## config.mk

```make
export PLATFORM = sky130hd
export DESIGN_NAME = hwi_top
export DESIGN_NICKNAME = d
export VERILOG_FILES = /design/src/verilog/hwi_pkg.sv /design/src/verilog/hwi_top.sv
export SDC_FILE = /design/constraint.sdc
export NUM_CORES = 1
export LEC_CHECK = 0
export CAP_MARGIN = 20
export CORE_MARGIN = 2
export CORE_UTILIZATION = 60
export DETAILED_ROUTE_END_ITERATION = 12
export DONT_BUFFER_PORTS = 1
export GPL_TIMING_DRIVEN = 0
export PLACE_DENSITY = 0.74
export REMOVE_ABC_BUFFERS = 1
export SLEW_MARGIN = 10
export SYNTH_ARGS = -nofsm -noshare
export SYNTH_HDL_FRONTEND = slang
export SYNTH_SLANG_ARGS = --single-unit
```

## constraint.sdc

```tcl
create_clock -name I_CORE_CLK -period 3.4 [get_ports I_CORE_CLK]
set_clock_uncertainty 0.2 [all_clocks]
set_input_delay 0.17 -clock I_CORE_CLK [delete_from_list [all_inputs] [get_ports I_CORE_CLK]]
set_output_delay 0.17 -clock I_CORE_CLK [all_outputs]
set_load 0.05 [all_outputs]
```

## src/verilog/hwi_pkg.sv

```systemverilog
// Package with constants for the host word interface
package hwi_pkg;
  // Word geometry
  localparam int DATA_W = 18;
  localparam int BUF_W = 21;
  localparam int CB1_POS = 18;
  localparam int CB2_POS = 19;
  localparam int PAR_POS = 20;
  localparam int ADDR_W = 18;
  // Register byte offsets (APB)
  localparam logic [7:0] OFF_CMD = 8'h00;
  localparam logic [7:0] OFF_ADDR = 8'h04;
  localparam logic [7:0] OFF_TXDATA = 8'h08;
  localparam logic [7:0] OFF_RXDATA = 8'h0C;
  localparam logic [7:0] OFF_STATUS = 8'h10;
  localparam logic [7:0] OFF_IRQ_STAT = 8'h14;
  localparam logic [7:0] OFF_IRQ_MASK = 8'h18;
  // Command register fields
  localparam int CMD_CODE_LSB = 0;
  localparam int CMD_CODE_W = 4;
  localparam int CMD_IFC_BIT = 4;
  // Function command codes
  localparam logic [3:0] FC_CLR_ADDR = 4'h0;
  localparam logic [3:0] FC_RECEIVE = 4'h1;
  localparam logic [3:0] FC_TRANSMIT = 4'h2;
  localparam logic [3:0] FC_HOST_INT = 4'h9;
  // Status bits
  localparam int ST_NOT_BUSY = 0;
  localparam int ST_PARITY_OK = 1;
  localparam int ST_RX_MODE = 2;
  // Interrupt bits
  localparam int IRQ_W = 2;
  localparam int IRQ_DONE = 0;
  localparam int IRQ_PERR = 1;
  // Reset values
  localparam logic [31:0] RST_ZERO = 32'h0000_0000;
  // Host handshake states
  typedef enum logic [1:0] {
    HWI_IDLE = 2'b00,
    HWI_REQ = 2'b01,
    HWI_WAIT = 2'b10
  } hwi_state_t;
endpackage

```

## src/verilog/hwi_top.sv

```systemverilog
// Host word interface: APB slave bridging processor words to host memory
//
// Added by the designer: the register addresses and the APB register port.
module hwi_top
  import hwi_pkg::*;
(
  // Clock and reset
  input wire logic I_CORE_CLK,
  input wire logic I_RST,
  input wire logic I_CE,
  // APB slave
  input wire logic I_PSEL,
  input wire logic I_PENABLE,
  input wire logic I_PWRITE,
  input wire logic [7:0] I_PADDR,
  input wire logic [31:0] I_PWDATA,
  output logic [31:0] O_PRDATA,
  output logic O_PREADY,
  output logic O_PSLVERR,
  // Host memory port
  output logic O_HOST_REQ,
  output logic O_HOST_WE,
  output logic [ADDR_W-1:0] O_HOST_ADDR,
  output logic [BUF_W-1:0] O_HOST_WDATA,
  input wire logic I_HOST_ACK,
  input wire logic [BUF_W-1:0] I_HOST_RDATA,
  output logic O_HOST_INT,
  // Interrupt
  output logic O_IRQ
);

  // Overview of the block:
  // - the processor side reaches the unit through seven APB registers
  // - an address write plays the load-address operation
  // - a command write carries the external and internal function commands
  // - a transmit data write packs the word and starts a host memory write
  // - a receive data read in receive mode starts the next host memory fetch
  // - one host transfer is in flight at a time; busy covers all of it
  // - software must poll not-busy before each data access
  // - a start while busy is not queued, so it may be lost
  // - the host side runs on its own timing, hence the synchronisers
  // - ack and read data share the same two-stage delay
  // - so the fetched word is settled when the synchronised ack is seen

  // Host-side inputs synchronised
  logic ack_s1_r, ack_s2_r;
  logic [BUF_W-1:0] rd_s1_r, rd_s2_r;

  // Word buffer shared by both directions
  logic [BUF_W-1:0] buf_r;
  // Host word address, pre-incremented on each start and on command 2
  logic [ADDR_W-1:0] addr_r;
  // Host transfer in progress
  logic busy_r;
  // Direction: high while fetching from the host
  logic rx_mode_r;
  // Parity result of the last fetched word
  logic par_ok_r;
  // Control bits packed above the data bits
  logic cb1_r;
  logic cb2_r;
  // Sticky event bits and their enables
  logic [IRQ_W-1:0] irq_stat_r;
  logic [IRQ_W-1:0] irq_mask_r;
  // Host handshake state
  hwi_state_t st_r;
  hwi_state_t st_nxt;
  // Read data chosen during the setup cycle
  logic [31:0] prdata_nxt;

  // APB decode
  // Every access is one setup and one access cycle.
  // Effects land at the access edge, where ready is high.
  // Unmapped offsets only raise the error response.
  // Command field: low four bits the code, bit four internal.
  // Only codes 0, 1, 2 and 9 act as external commands.
  // Only internal code 1 acts; it clears the control bits.
  wire acc = I_PSEL & I_PENABLE & I_CE;
  wire wr = acc & I_PWRITE;
  wire rd = acc & ~I_PWRITE;
  wire hit_cmd = I_PADDR == OFF_CMD;
  wire hit_addr = I_PADDR == OFF_ADDR;
  wire hit_tx = I_PADDR == OFF_TXDATA;
  wire hit_rx = I_PADDR == OFF_RXDATA;
  wire hit_st = I_PADDR == OFF_STATUS;
  wire hit_is = I_PADDR == OFF_IRQ_STAT;
  wire hit_im = I_PADDR == OFF_IRQ_MASK;
  wire mapped = hit_cmd | hit_addr | hit_tx | hit_rx | hit_st | hit_is | hit_im;
  wire [3:0] code = I_PWDATA[CMD_CODE_LSB +: CMD_CODE_W];
  wire is_ifc = I_PWDATA[CMD_IFC_BIT];
  wire ext_cmd = wr & hit_cmd & ~is_ifc;
  wire cmd_rx = ext_cmd & (code == FC_RECEIVE);
  wire cmd_tx = ext_cmd & (code == FC_TRANSMIT);
  wire cmd_int = ext_cmd & (code == FC_HOST_INT);
  wire cmd_clr = ext_cmd & (code == FC_CLR_ADDR);
  wire ifc_clr = wr & hit_cmd & is_ifc & (code == FC_RECEIVE);
  wire tx_go = wr & hit_tx;
  wire rx_go = rd & hit_rx & rx_mode_r;
  wire start = cmd_rx | tx_go | rx_go;
  // Raise a new request only once the last ack has drained,
  // so a stale ack can never end the next transfer at once
  wire req_go = (st_r == HWI_REQ) & ~ack_s2_r;
  wire done = (st_r == HWI_WAIT) & ack_s2_r;
  wire rd_par = ^rd_s2_r;
  // word assembly with odd parity over data and control bits
  wire [BUF_W-1:0] tx_word = {~(^{cb2_r, cb1_r, I_PWDATA[DATA_W-1:0]}), cb2_r, cb1_r,
                              I_PWDATA[DATA_W-1:0]};
  wire [IRQ_W-1:0] irq_ev = {done & rx_mode_r & ~rd_par, done};

  // Read data mux
  // Built from the address of the setup cycle.
  // Registered at the setup edge, so it stands in the access cycle.
  // A receive read returns the word before the clear that it starts.
  // Unmapped and write-only offsets read as zero.
  always_comb begin
    prdata_nxt = RST_ZERO;
    if (hit_addr) prdata_nxt[ADDR_W-1:0] = addr_r;
    if (hit_rx) prdata_nxt[BUF_W-1:0] = buf_r;
    if (hit_st) begin
      prdata_nxt[ST_NOT_BUSY] = ~busy_r;
      prdata_nxt[ST_PARITY_OK] = par_ok_r;
      prdata_nxt[ST_RX_MODE] = rx_mode_r;
    end
    if (hit_is) prdata_nxt[IRQ_W-1:0] = irq_stat_r;
    if (hit_im) prdata_nxt[IRQ_W-1:0] = irq_mask_r;
  end

  // Host handshake sequencer
  // IDLE waits for a start, REQ waits for the old ack to fall,
  // WAIT holds the request until the synchronised ack arrives.
  always_comb begin
    st_nxt = st_r;
    case (st_r)
      HWI_IDLE: if (start) st_nxt = HWI_REQ;
      HWI_REQ: if (req_go) st_nxt = HWI_WAIT;
      HWI_WAIT: if (ack_s2_r) st_nxt = HWI_IDLE;
      default: st_nxt = HWI_IDLE;
    endcase
  end

  // Input synchronisers
  // Two stages on every host-side input.
  // Read data is held by the host while ack is high,
  // so the word is stable by the time the second stage is used.
  always_ff @(posedge I_CORE_CLK) begin
    if (I_RST) begin
      ack_s1_r <= 1'b0;
      ack_s2_r <= 1'b0;
      rd_s1_r <= '0;
      rd_s2_r <= '0;
    end else if (I_CE) begin
      ack_s1_r <= I_HOST_ACK;
      ack_s2_r <= ack_s1_r;
      rd_s1_r <= I_HOST_RDATA;
      rd_s2_r <= rd_s1_r;
    end
  end

  // APB response
  // Ready is a one-cycle pulse in the access cycle.
  // The error flag travels with ready for unmapped offsets.
  always_ff @(posedge I_CORE_CLK) begin
    if (I_RST) begin
      O_PRDATA <= RST_ZERO;
      O_PREADY <= 1'b0;
      O_PSLVERR <= 1'b0;
    end else if (I_CE) begin
      O_PREADY <= I_PSEL & ~I_PENABLE;
      O_PSLVERR <= I_PSEL & ~I_PENABLE & ~mapped;
      O_PRDATA <= prdata_nxt;
    end
  end

  // Data path, address and mode
  // Starts come from command 1, a transmit write or a receive read.
  // Set of busy wins over its clear when both fall in one cycle.
  always_ff @(posedge I_CORE_CLK) begin
    if (I_RST) begin
      buf_r <= '0;
      addr_r <= '0;
      busy_r <= 1'b0;
      rx_mode_r <= 1'b0;
      par_ok_r <= 1'b1;
      cb1_r <= 1'b0;
      cb2_r <= 1'b0;
      st_r <= HWI_IDLE;
    end else if (I_CE) begin
      st_r <= st_nxt;
      if (ifc_clr) begin
        cb1_r <= 1'b0;
        cb2_r <= 1'b0;
      end
      // Address: clear, load, or pre-increment on each start and on command 2
      if (cmd_clr) addr_r <= '0;
      else if (wr & hit_addr) addr_r <= I_PWDATA[ADDR_W-1:0];
      else if (cmd_rx | cmd_tx | tx_go | rx_go) addr_r <= addr_r + 1'b1;
      // Buffer: cleared by commands 1 and 2 or a receive read, filled by a write or a fetch
      if (cmd_rx | cmd_tx | rx_go) buf_r <= '0;
      else if (tx_go) buf_r <= tx_word;
      else if (done & rx_mode_r) buf_r <= rd_s2_r;
      // Direction follows the last command 1 or 2, transmit write or receive read
      if (cmd_rx | rx_go) rx_mode_r <= 1'b1;
      else if (cmd_tx | tx_go) rx_mode_r <= 1'b0;
      if (done & rx_mode_r) par_ok_r <= rd_par;
      // Busy spans the whole host transfer
      if (start) busy_r <= 1'b1;
      else if (done) busy_r <= 1'b0;
    end
  end

  // Host port drive
  // Address, direction and word are latched with the request
  // and stay put until the synchronised ack is seen.
  // The program interrupt is a one-cycle pulse.
  always_ff @(posedge I_CORE_CLK) begin
    if (I_RST) begin
      O_HOST_REQ <= 1'b0;
      O_HOST_WE <= 1'b0;
      O_HOST_ADDR <= '0;
      O_HOST_WDATA <= '0;
      O_HOST_INT <= 1'b0;
    end else if (I_CE) begin
      O_HOST_INT <= cmd_int;
      if (req_go) begin
        O_HOST_REQ <= 1'b1;
        O_HOST_WE <= ~rx_mode_r;
        O_HOST_ADDR <= addr_r;
        O_HOST_WDATA <= buf_r;
      end else if (done) begin
        O_HOST_REQ <= 1'b0;
      end
    end
  end

  // Interrupt status and mask; set wins over clear
  // Bit 0 marks each finished transfer, bit 1 a fetched parity error.
  // The output is one cycle behind the status and mask.
  always_ff @(posedge I_CORE_CLK) begin
    if (I_RST) begin
      irq_stat_r <= '0;
      irq_mask_r <= '0;
      O_IRQ <= 1'b0;
    end else if (I_CE) begin
      irq_stat_r <= (irq_stat_r & ~((wr & hit_is) ? I_PWDATA[IRQ_W-1:0] : '0)) | irq_ev;
      if (wr & hit_im) irq_mask_r <= I_PWDATA[IRQ_W-1:0];
      O_IRQ <= |(irq_stat_r & irq_mask_r);
    end
  end

endmodule

```

==> flow_summary.toml, run 1 <==
[status]
status = "finished clean"

[placed_design]
post-place-cells = 878
dpl_cell_area_mm2 = 0.006939
hpwlAfterDp_mm = 11.58
portBuffers = 0
dp_slack_ns = 0.2937
gp_congestion = 0.8777

[clock_tree]
cts_buffers = 17
cts_setup_buffers = 0
clock_sink_count = 158
htreeDepth = 4
clockBufferDepth = 2
cts_root_buffer = "clkbuf_16"
post_cts_resized = 0
clock_latency_ns = 0.43
clk_pin_slew_worst_paths_ns = 0.06
cts_tree = "built"
postCtsHoldBufs = 58

[setup_path]
required_ns = 3.49
worstPathCellList = "dlygate4sd3_1 > nor3_1 > dlygate4sd3_1 > nand2_1 > nor2_1 > nand4_1 > dlygate4sd3_1 > o21ai_0 > dlygate4sd3_1 > a21oi_1"
crit_path_frequent_cell = "dlygate4sd3_1"
cp_slowest_stage_delay_ns = 0.59
cp_max_fo = 4
cpMaxStageDelayCell = "dlygate4sd3_1"
end_kind = "flip-flop"
start_kind = "input port"
worstSetupPathType = "input port to flip-flop"
worstPathArrival_ns = 3.20

[power]
peakVddDrop_mv = 0.4638
pwr_density_cell_mw_per_mm2 = 503.7
leakagePower_nw = 2.867
power_mw = 4.087

[floorplan]
start_util = 0.6119
rows = 39
die_h_um = 111.7
io-pin-count = 145
die_area_mm2 = 0.01247
die_w_um = 111.7
core_mm2 = 0.01137

[global_routing]
grt_max_degree = 142
grtUsageTotal = 0.2952
first_global_vias = 5701
overflow = 0
grt_pass1_wl_mm = 29.33
antenna_found_initial = 0

[detailed_routing]
wl_mm = 18.51
wl_per_cell_um = 19.12
vias = 5788
drt_iter0_drc = 483
drtAntennaViolNets = 0
viasPerCell = 5.979
dr.pass1.iters = 5
drc = 0

[hold_path]
hold_class = "input port to flip-flop"

[synth]
synth-edff-count = 0
synthTopCellsByArea = "dfxtp_1, mux2i_1, nor2_1"
ys_seq_area_frac = 0.4547
synth_top_area_share = 0.4547
synth_area_leader_cell = "dfxtp_1"
synth_seq_cells = 158
synth_ff_type = "dfxtp_1"
yosysWarnings = 0
async_flop_share = 0
ys_types = 53
synth_commonest_cells = "dfxtp_1, nor2_1, nand2_1"
netlist_area_mm2 = 0.006957
syn_inst = 788
synth.most_common_cell = "dfxtp_1"
syn_avg_cell_area_um2 = 8.828

[timing]
finalSetupViolCount = 0
finalSetupTns_ns = 0
slew_headroom = 0.2548
fin_crit_sh = 0.9160
min_period_ns = 3.115
rsz0062_at_grt = "false"
slew_violations = 0
fin_hold_ws_ns = 0.01286
worstMarginPinSlew_ns = 1.118
setup_slack_ns = 0.2855
fmax_mhz = 321.1
finalHoldViolations = 0

[flow_run]
cap_violations = 0

[finish]
antennaDiodeCount = 0
finalInstanceArea_mm2 = 0.008115
layout.nets = 886
layout.cells.non_filler = 968
area_growth_pct = 16.65
drive_gt1_frac = 0.06303
post-route-util = 0.7138
## flip-flops by register name, indices dropped and copies added, names as in the netlist, 2 cells and up
register / flops
rd_s1_r: 21
rd_s2_r: 21
O_PRDATA: 21
addr_r: 18
buf_r: 21
O_HOST_ADDR: 18
irq_stat_r: 2
st_r: 2
irq_mask_r: 2
O_HOST_WDATA: 21
## layer usage
layer  wire, um  global-route usage  up-vias
met3       1309             0.06315       43
met5          0                   0        -
met4        494              0.1226        0
met2       9010              0.4941      254
li1           -                   -     2775
met1       7690              0.3713     2716
## report_power, final
group | switching (mW) | internal (mW) | total (mW)
Sequential | 0.0701 | 1.89 | 1.96
Combinational | 0.181 | 0.154 | 0.335
Clock | 0.765 | 1.03 | 1.79
## area by class of cell
| cell class | count | area [um^2] |
|---|---|---|
| Clock buffer | 20 | 446.7 |
| Clock inverter | 12 | 113.9 |
| Fill cell | 886 | 3254 |
| Inverter | 9 | 33.78 |
| Multi-Input combinational cell | 565 | 3493 |
| Sequential cell | 158 | 3163 |
| Tap cell | 143 | 178.9 |
| Timing Repair Buffer | 61 | 685.7 |
## layout by cell type, fill, tap and decap left out, types with 3 or more instances in the layout
| master | synthesis | final |
|---|---|---|
| dfxtp_1 | 158 | 158 |
| nor2_1 | 115 | 114 |
| nand2_1 | 103 | 103 |
| mux2i_1 | 67 | 67 |
| dlygate4sd3_1 | 0 | 56 |
| a21oi_1 | 54 | 54 |
| xnor2_1 | 39 | 39 |
| nor3_1 | 27 | 27 |
| a221oi_1 | 19 | 19 |
| a2bb2oi_1 | 18 | 18 |
| clkbuf_16 | 0 | 17 |
| a211oi_1 | 16 | 16 |
| nand3_1 | 16 | 15 |
| conb_1 | 1 | 11 |
| inv_1 | 9 | 9 |
| o21ai_0 | 9 | 9 |
| nand4_1 | 7 | 7 |
| xor2_1 | 7 | 7 |
| ha_1 | 6 | 6 |
| and3_1 | 5 | 4 |
| a22oi_1 | 4 | 4 |
| clkinvlp_4 | 0 | 4 |
| buf_16 | 0 | 4 |
| and4_1 | 3 | 3 |
| nor3_2 | 4 | 3 |
| a211oi_2 | 3 | 3 |
| clkinv_4 | 0 | 3 |
## final timing paths
path                                              from                      endpoint  slack (ns)  depth (start not counted)
worst max-delay path                        I_PADDR[5]    irq_stat_r[1]$_SDFFE_PP0P_        0.29                         10
worst min-delay path                              I_CE      O_PRDATA[2]$_SDFFE_PP0P_        0.01                          3
worst max register to register  rx_mode_r$_SDFFE_PP0P_        buf_r[20]$_SDFFE_PP0P_        0.47                          6
worst min register to register   buf_r[8]$_SDFFE_PP0P_  O_HOST_WDATA[8]$_SDFFE_PP0P_        0.29                          2
## cell families (layout without fill, tap and decap cells)
group,Yosys count,after routing,synth area share
AND/OR/NAND/NOR,295,295,0.1865
multiplexers,67,67,0.09640
adder cells (fa/ha/maj),6,6,0.01079
other,1,11,0.0005391
flip-flops,158,158,0.4547
XOR/XNOR,47,47,0.06115
buffers and inverters,75,102,0.05072
AO/OA/AOI/OAI,139,139,0.1392
## worst max-delay path, delay by kind of cell
| kind | cells | cell delay, ns |
|---|---|---|
| simple gates | 4 | 0.55 |
| compound gates | 2 | 0.20 |
| buf+inv | 4 | 2.28 |
(Power assumes the default switching activity.)
==> run 2: changes to the inputs <==
--- a/config.mk
+++ b/config.mk
@@ -5,13 +5,15 @@
 export SDC_FILE = /design/constraint.sdc
 export NUM_CORES = 1
 export LEC_CHECK = 0
+export ABC_CLOCK_PERIOD_IN_PS = 3400
 export CAP_MARGIN = 20
+export CELL_PAD_IN_SITES_DETAIL_PLACEMENT = 0
+export CELL_PAD_IN_SITES_GLOBAL_PLACEMENT = 1
 export CORE_MARGIN = 2
-export CORE_UTILIZATION = 60
+export CORE_UTILIZATION = 51
 export DETAILED_ROUTE_END_ITERATION = 12
 export DONT_BUFFER_PORTS = 1
-export GPL_TIMING_DRIVEN = 0
-export PLACE_DENSITY = 0.74
+export PLACE_DENSITY = 0.82
 export REMOVE_ABC_BUFFERS = 1
 export SLEW_MARGIN = 10
 export SYNTH_ARGS = -nofsm -noshare
==> flow_summary.toml, run 2 (same netlist as run 1, synthesis figures left out) <==
[setup_path]
end_kind = "flip-flop"
required_ns = 3.57
reg2reg_slack_ns = 0.83
worstPathArrival_ns = 3.14
cp_slowest_stage_delay_ns = 0.65
start_kind = "input port"
crit_path_frequent_cell = "dlygate4sd3_1"
cpMaxStageDelayCell = "dlygate4sd3_1"
worstSetupPathType = "input port to flip-flop"
worstPathCellList = "dlygate4sd3_1 > nor3b_2 > dlygate4sd3_1 > nand4_1 > dlygate4sd3_1 > a31oi_1 > dlygate4sd3_1"
cp_max_fo = 3

[finish]
final_common_cell = "dfxtp_1"
antennaDiodeCount = 0
layout.cells.non_filler = 1006
final_cell_mix = "dfxtp_1, nor2_1, nand2_1"
layout.nets = 891
fill_cells = 1181
area_growth_pct = 17.68
drive_gt1_frac = 0.06747

[detailed_routing]
drc = 0
drt_iter0_drc = 394
vias = 5758
viasPerCell = 5.724
dr.pass1.iters = 5
wl_per_cell_um = 18.74
wl_mm = 18.86
drtAntennaViolNets = 0

[global_routing]
first_global_vias = 5479
overflow = 0
grtUsageMet2 = 0.4244
gr-max-usage-layer = "met2"
grtUsageTotal = 0.2652
use_met1 = 0.3509
antenna_found_initial = 0
grt_max_degree = 142
grtUsageMet3 = 0.06274
grt_pass1_wl_mm = 29.90

[clock_tree]
post_cts_resized = 0
htreeDepth = 4
postCtsHoldBufs = 58
clock_latency_ns = 0.43
cts_buffers = 17
cts_tree = "built"
cts_setup_buffers = 0
clk_pin_slew_worst_paths_ns = 0.06
clock_sink_count = 158
cts_root_buffer = "clkbuf_16"
clockBufferDepth = 2

[placed_design]
post-place-cells = 916
gp_congestion = 0.8792
hpwlAfterDp_mm = 11.89
portBuffers = 0

[power]
power_frac_clock = 0.461
p_sw_frac = 0.2457
intPower_mw = 3.205
power_frac_seq = 0.460
leakagePower_nw = 2.903
power.switching_mw = 1.044
peakVddDrop_mv = 0.3566
pwr_density_cell_mw_per_mm2 = 519.0
pwr-share-comb = 0.078

[floorplan]
io-pin-count = 145
die_area_mm2 = 0.01459
die_w_um = 120.8
core_mm2 = 0.01330
rows = 42
start_util = 0.5232
die_h_um = 120.8

[timing]
rsz0062_at_grt = "false"
worstMarginPinSlew_ns = 1.078
slew_headroom = 0.2791
slew_violations = 0
min_period_ns = 2.962
fmax_mhz = 337.6
finalSetupViolCount = 0
finalHoldViolations = 0
fin_crit_sh = 0.8713
finalSetupTns_ns = 0

[flow_run]
cap_violations = 0

[status]
status = "finished clean"

[hold_path]
hold_class = "input port to flip-flop"
-- run 2: changes by cell type in the layout (fill, tap and decap cells not counted), sizes merged --
cell and change:
clkbuf -3, buf +5, inv +2, clkinv +1
bufinv +2, clkinvlp -2
-- run 2: per-stage QoR --
stage / hold WS (ns) / worst slack [ns] / util / instance area (um^2) / power, mW
floorplan: 0.03907 / 0.2849 / - / 6675 / 2.179
global placement: 0.05449 / 0.8991 / 0.5236 / 6962 / 2.219
detailed placement: 0.05243 / 0.8584 / 0.5236 / 6962 / 2.223
CTS: 0.001129 / 0.5328 / 0.6158 / 8187 / 4.275
global route: 0.03292 / 0.3498 / 0.6158 / 8187 / 4.387
finish: 0.001651 / 0.4378 / 0.6158 / 8187 / 4.249
-- run 2: routing by layer --
| layer | wire length (um) | part of all wire | vias to the layer above |
|---|---|---|---|
| li1 | - | - | 2783 |
| met1 | 8366 | 0.44 | 2742 |
| met2 | 8989 | 0.48 | 209 |
| met3 | 1230 | 0.065 | 24 |
| met4 | 269 | 0.014 | 0 |
| met5 | 0 | 0 | - |
-- run 2: critical path: cells and delay by family --
kind / cells / cell delay [ns]
compound gates: 1 / 0.13
buf+inv: 4 / 2.42
simple gates: 2 / 0.41
-- run 2: power by group through the flow --
stage	Clock, mW	Combinational [mW]	Sequential (mW)
CTS	1.99	0.333	1.96
global route	2.07	0.362	1.96
finish	1.96	0.333	1.96
floorplan	0	0.192	1.99
global placement	0	0.223	2.00
detailed placement	0	0.226	2.00
-- run 2: final timing paths --
check	startpoint	end	depth (start not counted)
min reg2reg	buf_r[13]$_SDFFE_PP0P_	O_HOST_WDATA[13]$_SDFFE_PP0P_	2
min	I_CE	O_PRDATA[4]$_SDFFE_PP0P_	3
max	I_PADDR[1]	rx_mode_r$_SDFFE_PP0P_	7
max reg2reg	st_r[0]$_SDFFE_PP0P_	buf_r[20]$_SDFFE_PP0P_	6
-- run 2: final cells by class --
type | count | area, um^2 | area share
Multi-Input combinational cell | 565 | 3485 | 0.4256
Sequential cell | 158 | 3163 | 0.3864
Timing Repair Buffer | 66 | 675.6 | 0.08253
Clock buffer | 17 | 425.4 | 0.05196
Tap cell | 176 | 220.2 | 0.02690
Clock inverter | 15 | 183.9 | 0.02247
Inverter | 9 | 33.78 | 0.004127
==> run 3: changes to the inputs <==
--- a/config.mk
+++ b/config.mk
@@ -14,7 +14,6 @@
 export DETAILED_ROUTE_END_ITERATION = 12
 export DONT_BUFFER_PORTS = 1
 export PLACE_DENSITY = 0.82
-export REMOVE_ABC_BUFFERS = 1
 export SLEW_MARGIN = 10
 export SYNTH_ARGS = -nofsm -noshare
 export SYNTH_HDL_FRONTEND = slang
==> constraint.sdc (replaced) <==
create_clock -name I_CORE_CLK -period 3.4 [get_ports I_CORE_CLK]
set_clock_uncertainty 0.2 [all_clocks]
set_input_delay 0.34 -clock I_CORE_CLK [delete_from_list [all_inputs] [get_ports I_CORE_CLK]]
set_output_delay 0.34 -clock I_CORE_CLK [all_outputs]
set_load 0.05 [all_outputs]
==> flow_summary.toml, run 3 (same netlist as run 1, synthesis figures left out) <==
[status]
status = "finished clean"

[power]
pwr_density_cell_mw_per_mm2 = 522.1
peakVddDrop_mv = 0.3902
leakagePower_nw = 2.857

[detailed_routing]
viasPerCell = 5.851
dr.pass1.iters = 6
wl_mm = 19.27
drt_iter0_drc = 401
drtAntennaViolNets = 0
wl_per_cell_um = 19.37
vias = 5822
drc = 0

[placed_design]
portBuffers = 0
hpwlAfterDp_mm = 12.50
gp_congestion = 0.8633
post-place-cells = 915

[global_routing]
first_global_vias = 5479
grtUsageTotal = 0.2704
grt_max_degree = 142
overflow = 0
antenna_found_initial = 0
grt_pass1_wl_mm = 30.34

[timing]
min_period_ns = 2.524
rsz0062_at_grt = "false"
worstMarginPinSlew_ns = 0.9238
finalHoldViolations = 0
fin_hold_ws_ns = 0.01861
fin_crit_sh = 0.7422
finalSetupTns_ns = 0
fmax_mhz = 396.3
slew_headroom = 0.3823
finalSetupViolCount = 0
slew_violations = 0

[finish]
drive_gt1_frac = 0.06593
multi_input_area_mm2 = 0.003485
antennaDiodeCount = 0
final_common_cell = "dfxtp_1"
final_cell_mix = "dfxtp_1, nor2_1, nand2_1"
final-seq-area_mm2 = 0.003163
area_growth_pct = 16.13
layout.nets = 880
layout.cells.non_filler = 995
fill_cells = 1169

[clock_tree]
htreeDepth = 4
cts_tree = "built"
cts_buffers = 17
clockBufferDepth = 2
cts_root_buffer = "clkbuf_16"
clock_sink_count = 158
clock_latency_ns = 0.43
clk_pin_slew_worst_paths_ns = 0.06

[floorplan]
die_h_um = 120.8
start_util = 0.5232
rows = 42
die_w_um = 120.8
io-pin-count = 145
die_area_mm2 = 0.01459
core_mm2 = 0.01330

[setup_path]
required_ns = 3.55
start_kind = "flip-flop"
worstPathArrival_ns = 2.68
end_kind = "flip-flop"
cp_max_fo = 11
worstSetupPathType = "flip-flop to flip-flop"

[flow_run]
cap_violations = 0

[hold_path]
hold_class = "input port to flip-flop"
==> run 3: worst paths after layout <==
kind                                                 to  slack [ns]               startpoint  cells after the start
worst min register to register  rd_s2_r[2]$_SDFFE_PP0P_        0.30  rd_s1_r[2]$_SDFFE_PP0P_                      2
worst min-delay path              buf_r[9]$_SDFFE_PP0P_        0.02              I_PWDATA[9]                      3
worst max-delay path              buf_r[6]$_SDFFE_PP0P_        0.88   rx_mode_r$_SDFFE_PP0P_                      8
worst max register to register    buf_r[6]$_SDFFE_PP0P_        0.88   rx_mode_r$_SDFFE_PP0P_                      8
==> run 3: what timing repair did <==
| action | 4_1_cts | 5_1_grt |
|---|---|---|
| gates resized for setup | 0 | 0 |
| endpoints found under the hold margin | 158 | 0 |
| hold buffers | 48 | 0 |
| setup buffers | 0 | 0 |
==> run 3: stage by stage <==
step                      cell area (um^2)    util  worst slack, ns  total power [mW]
after floorplan                       6994       -            1.185             2.230
after global placement                6954  0.5231           0.9297             2.214
after detailed placement              6954  0.5231           0.8934             2.218
after CTS                             8079  0.6077           0.9207             4.238
after global routing                  8079  0.6077           0.6849             4.344
final                                 8079  0.6077           0.8764             4.218
==> run 3: critical path, cell delays in order, from the launching register on <==
cell	delay (ns)
dfxtp_1	0.36
and3b_1	0.21
o211ai_1	0.27
a21oi_1	0.11
buf_4	0.21
nor2_1	0.59
buf_4	0.31
a2bb2oi_1	0.09
nor2_1	0.10
==> run 3: final cells by class <==
type                    count  area share
inverters                   9    0.004182
well taps                 176     0.02726
clock inverters            10     0.01549
flip-flops and latches    158      0.3915
multi-input cells         565      0.4313
clock buffers              22     0.05993
repair buffers             55     0.07031
==> run 3: routing by layer <==
layer / track usage / wire length [um] / up-vias / part of all wire
met5: 0 / 0 / - / 0
li1: - / - / 2771 / -
met3: 0.06792 / 1638 / 41 / 0.085
met2: 0.4177 / 8695 / 233 / 0.45
met1: 0.3633 / 8428 / 2777 / 0.44
met4: 0.1061 / 511 / 0 / 0.027
==> run 3: power by group <==
group	switching, mW	internal, mW	total, mW
Clock	0.768	1.17	1.94
Sequential	0.0701	1.89	1.96
Combinational	0.173	0.150	0.323
Total	1.01	3.21	4.22
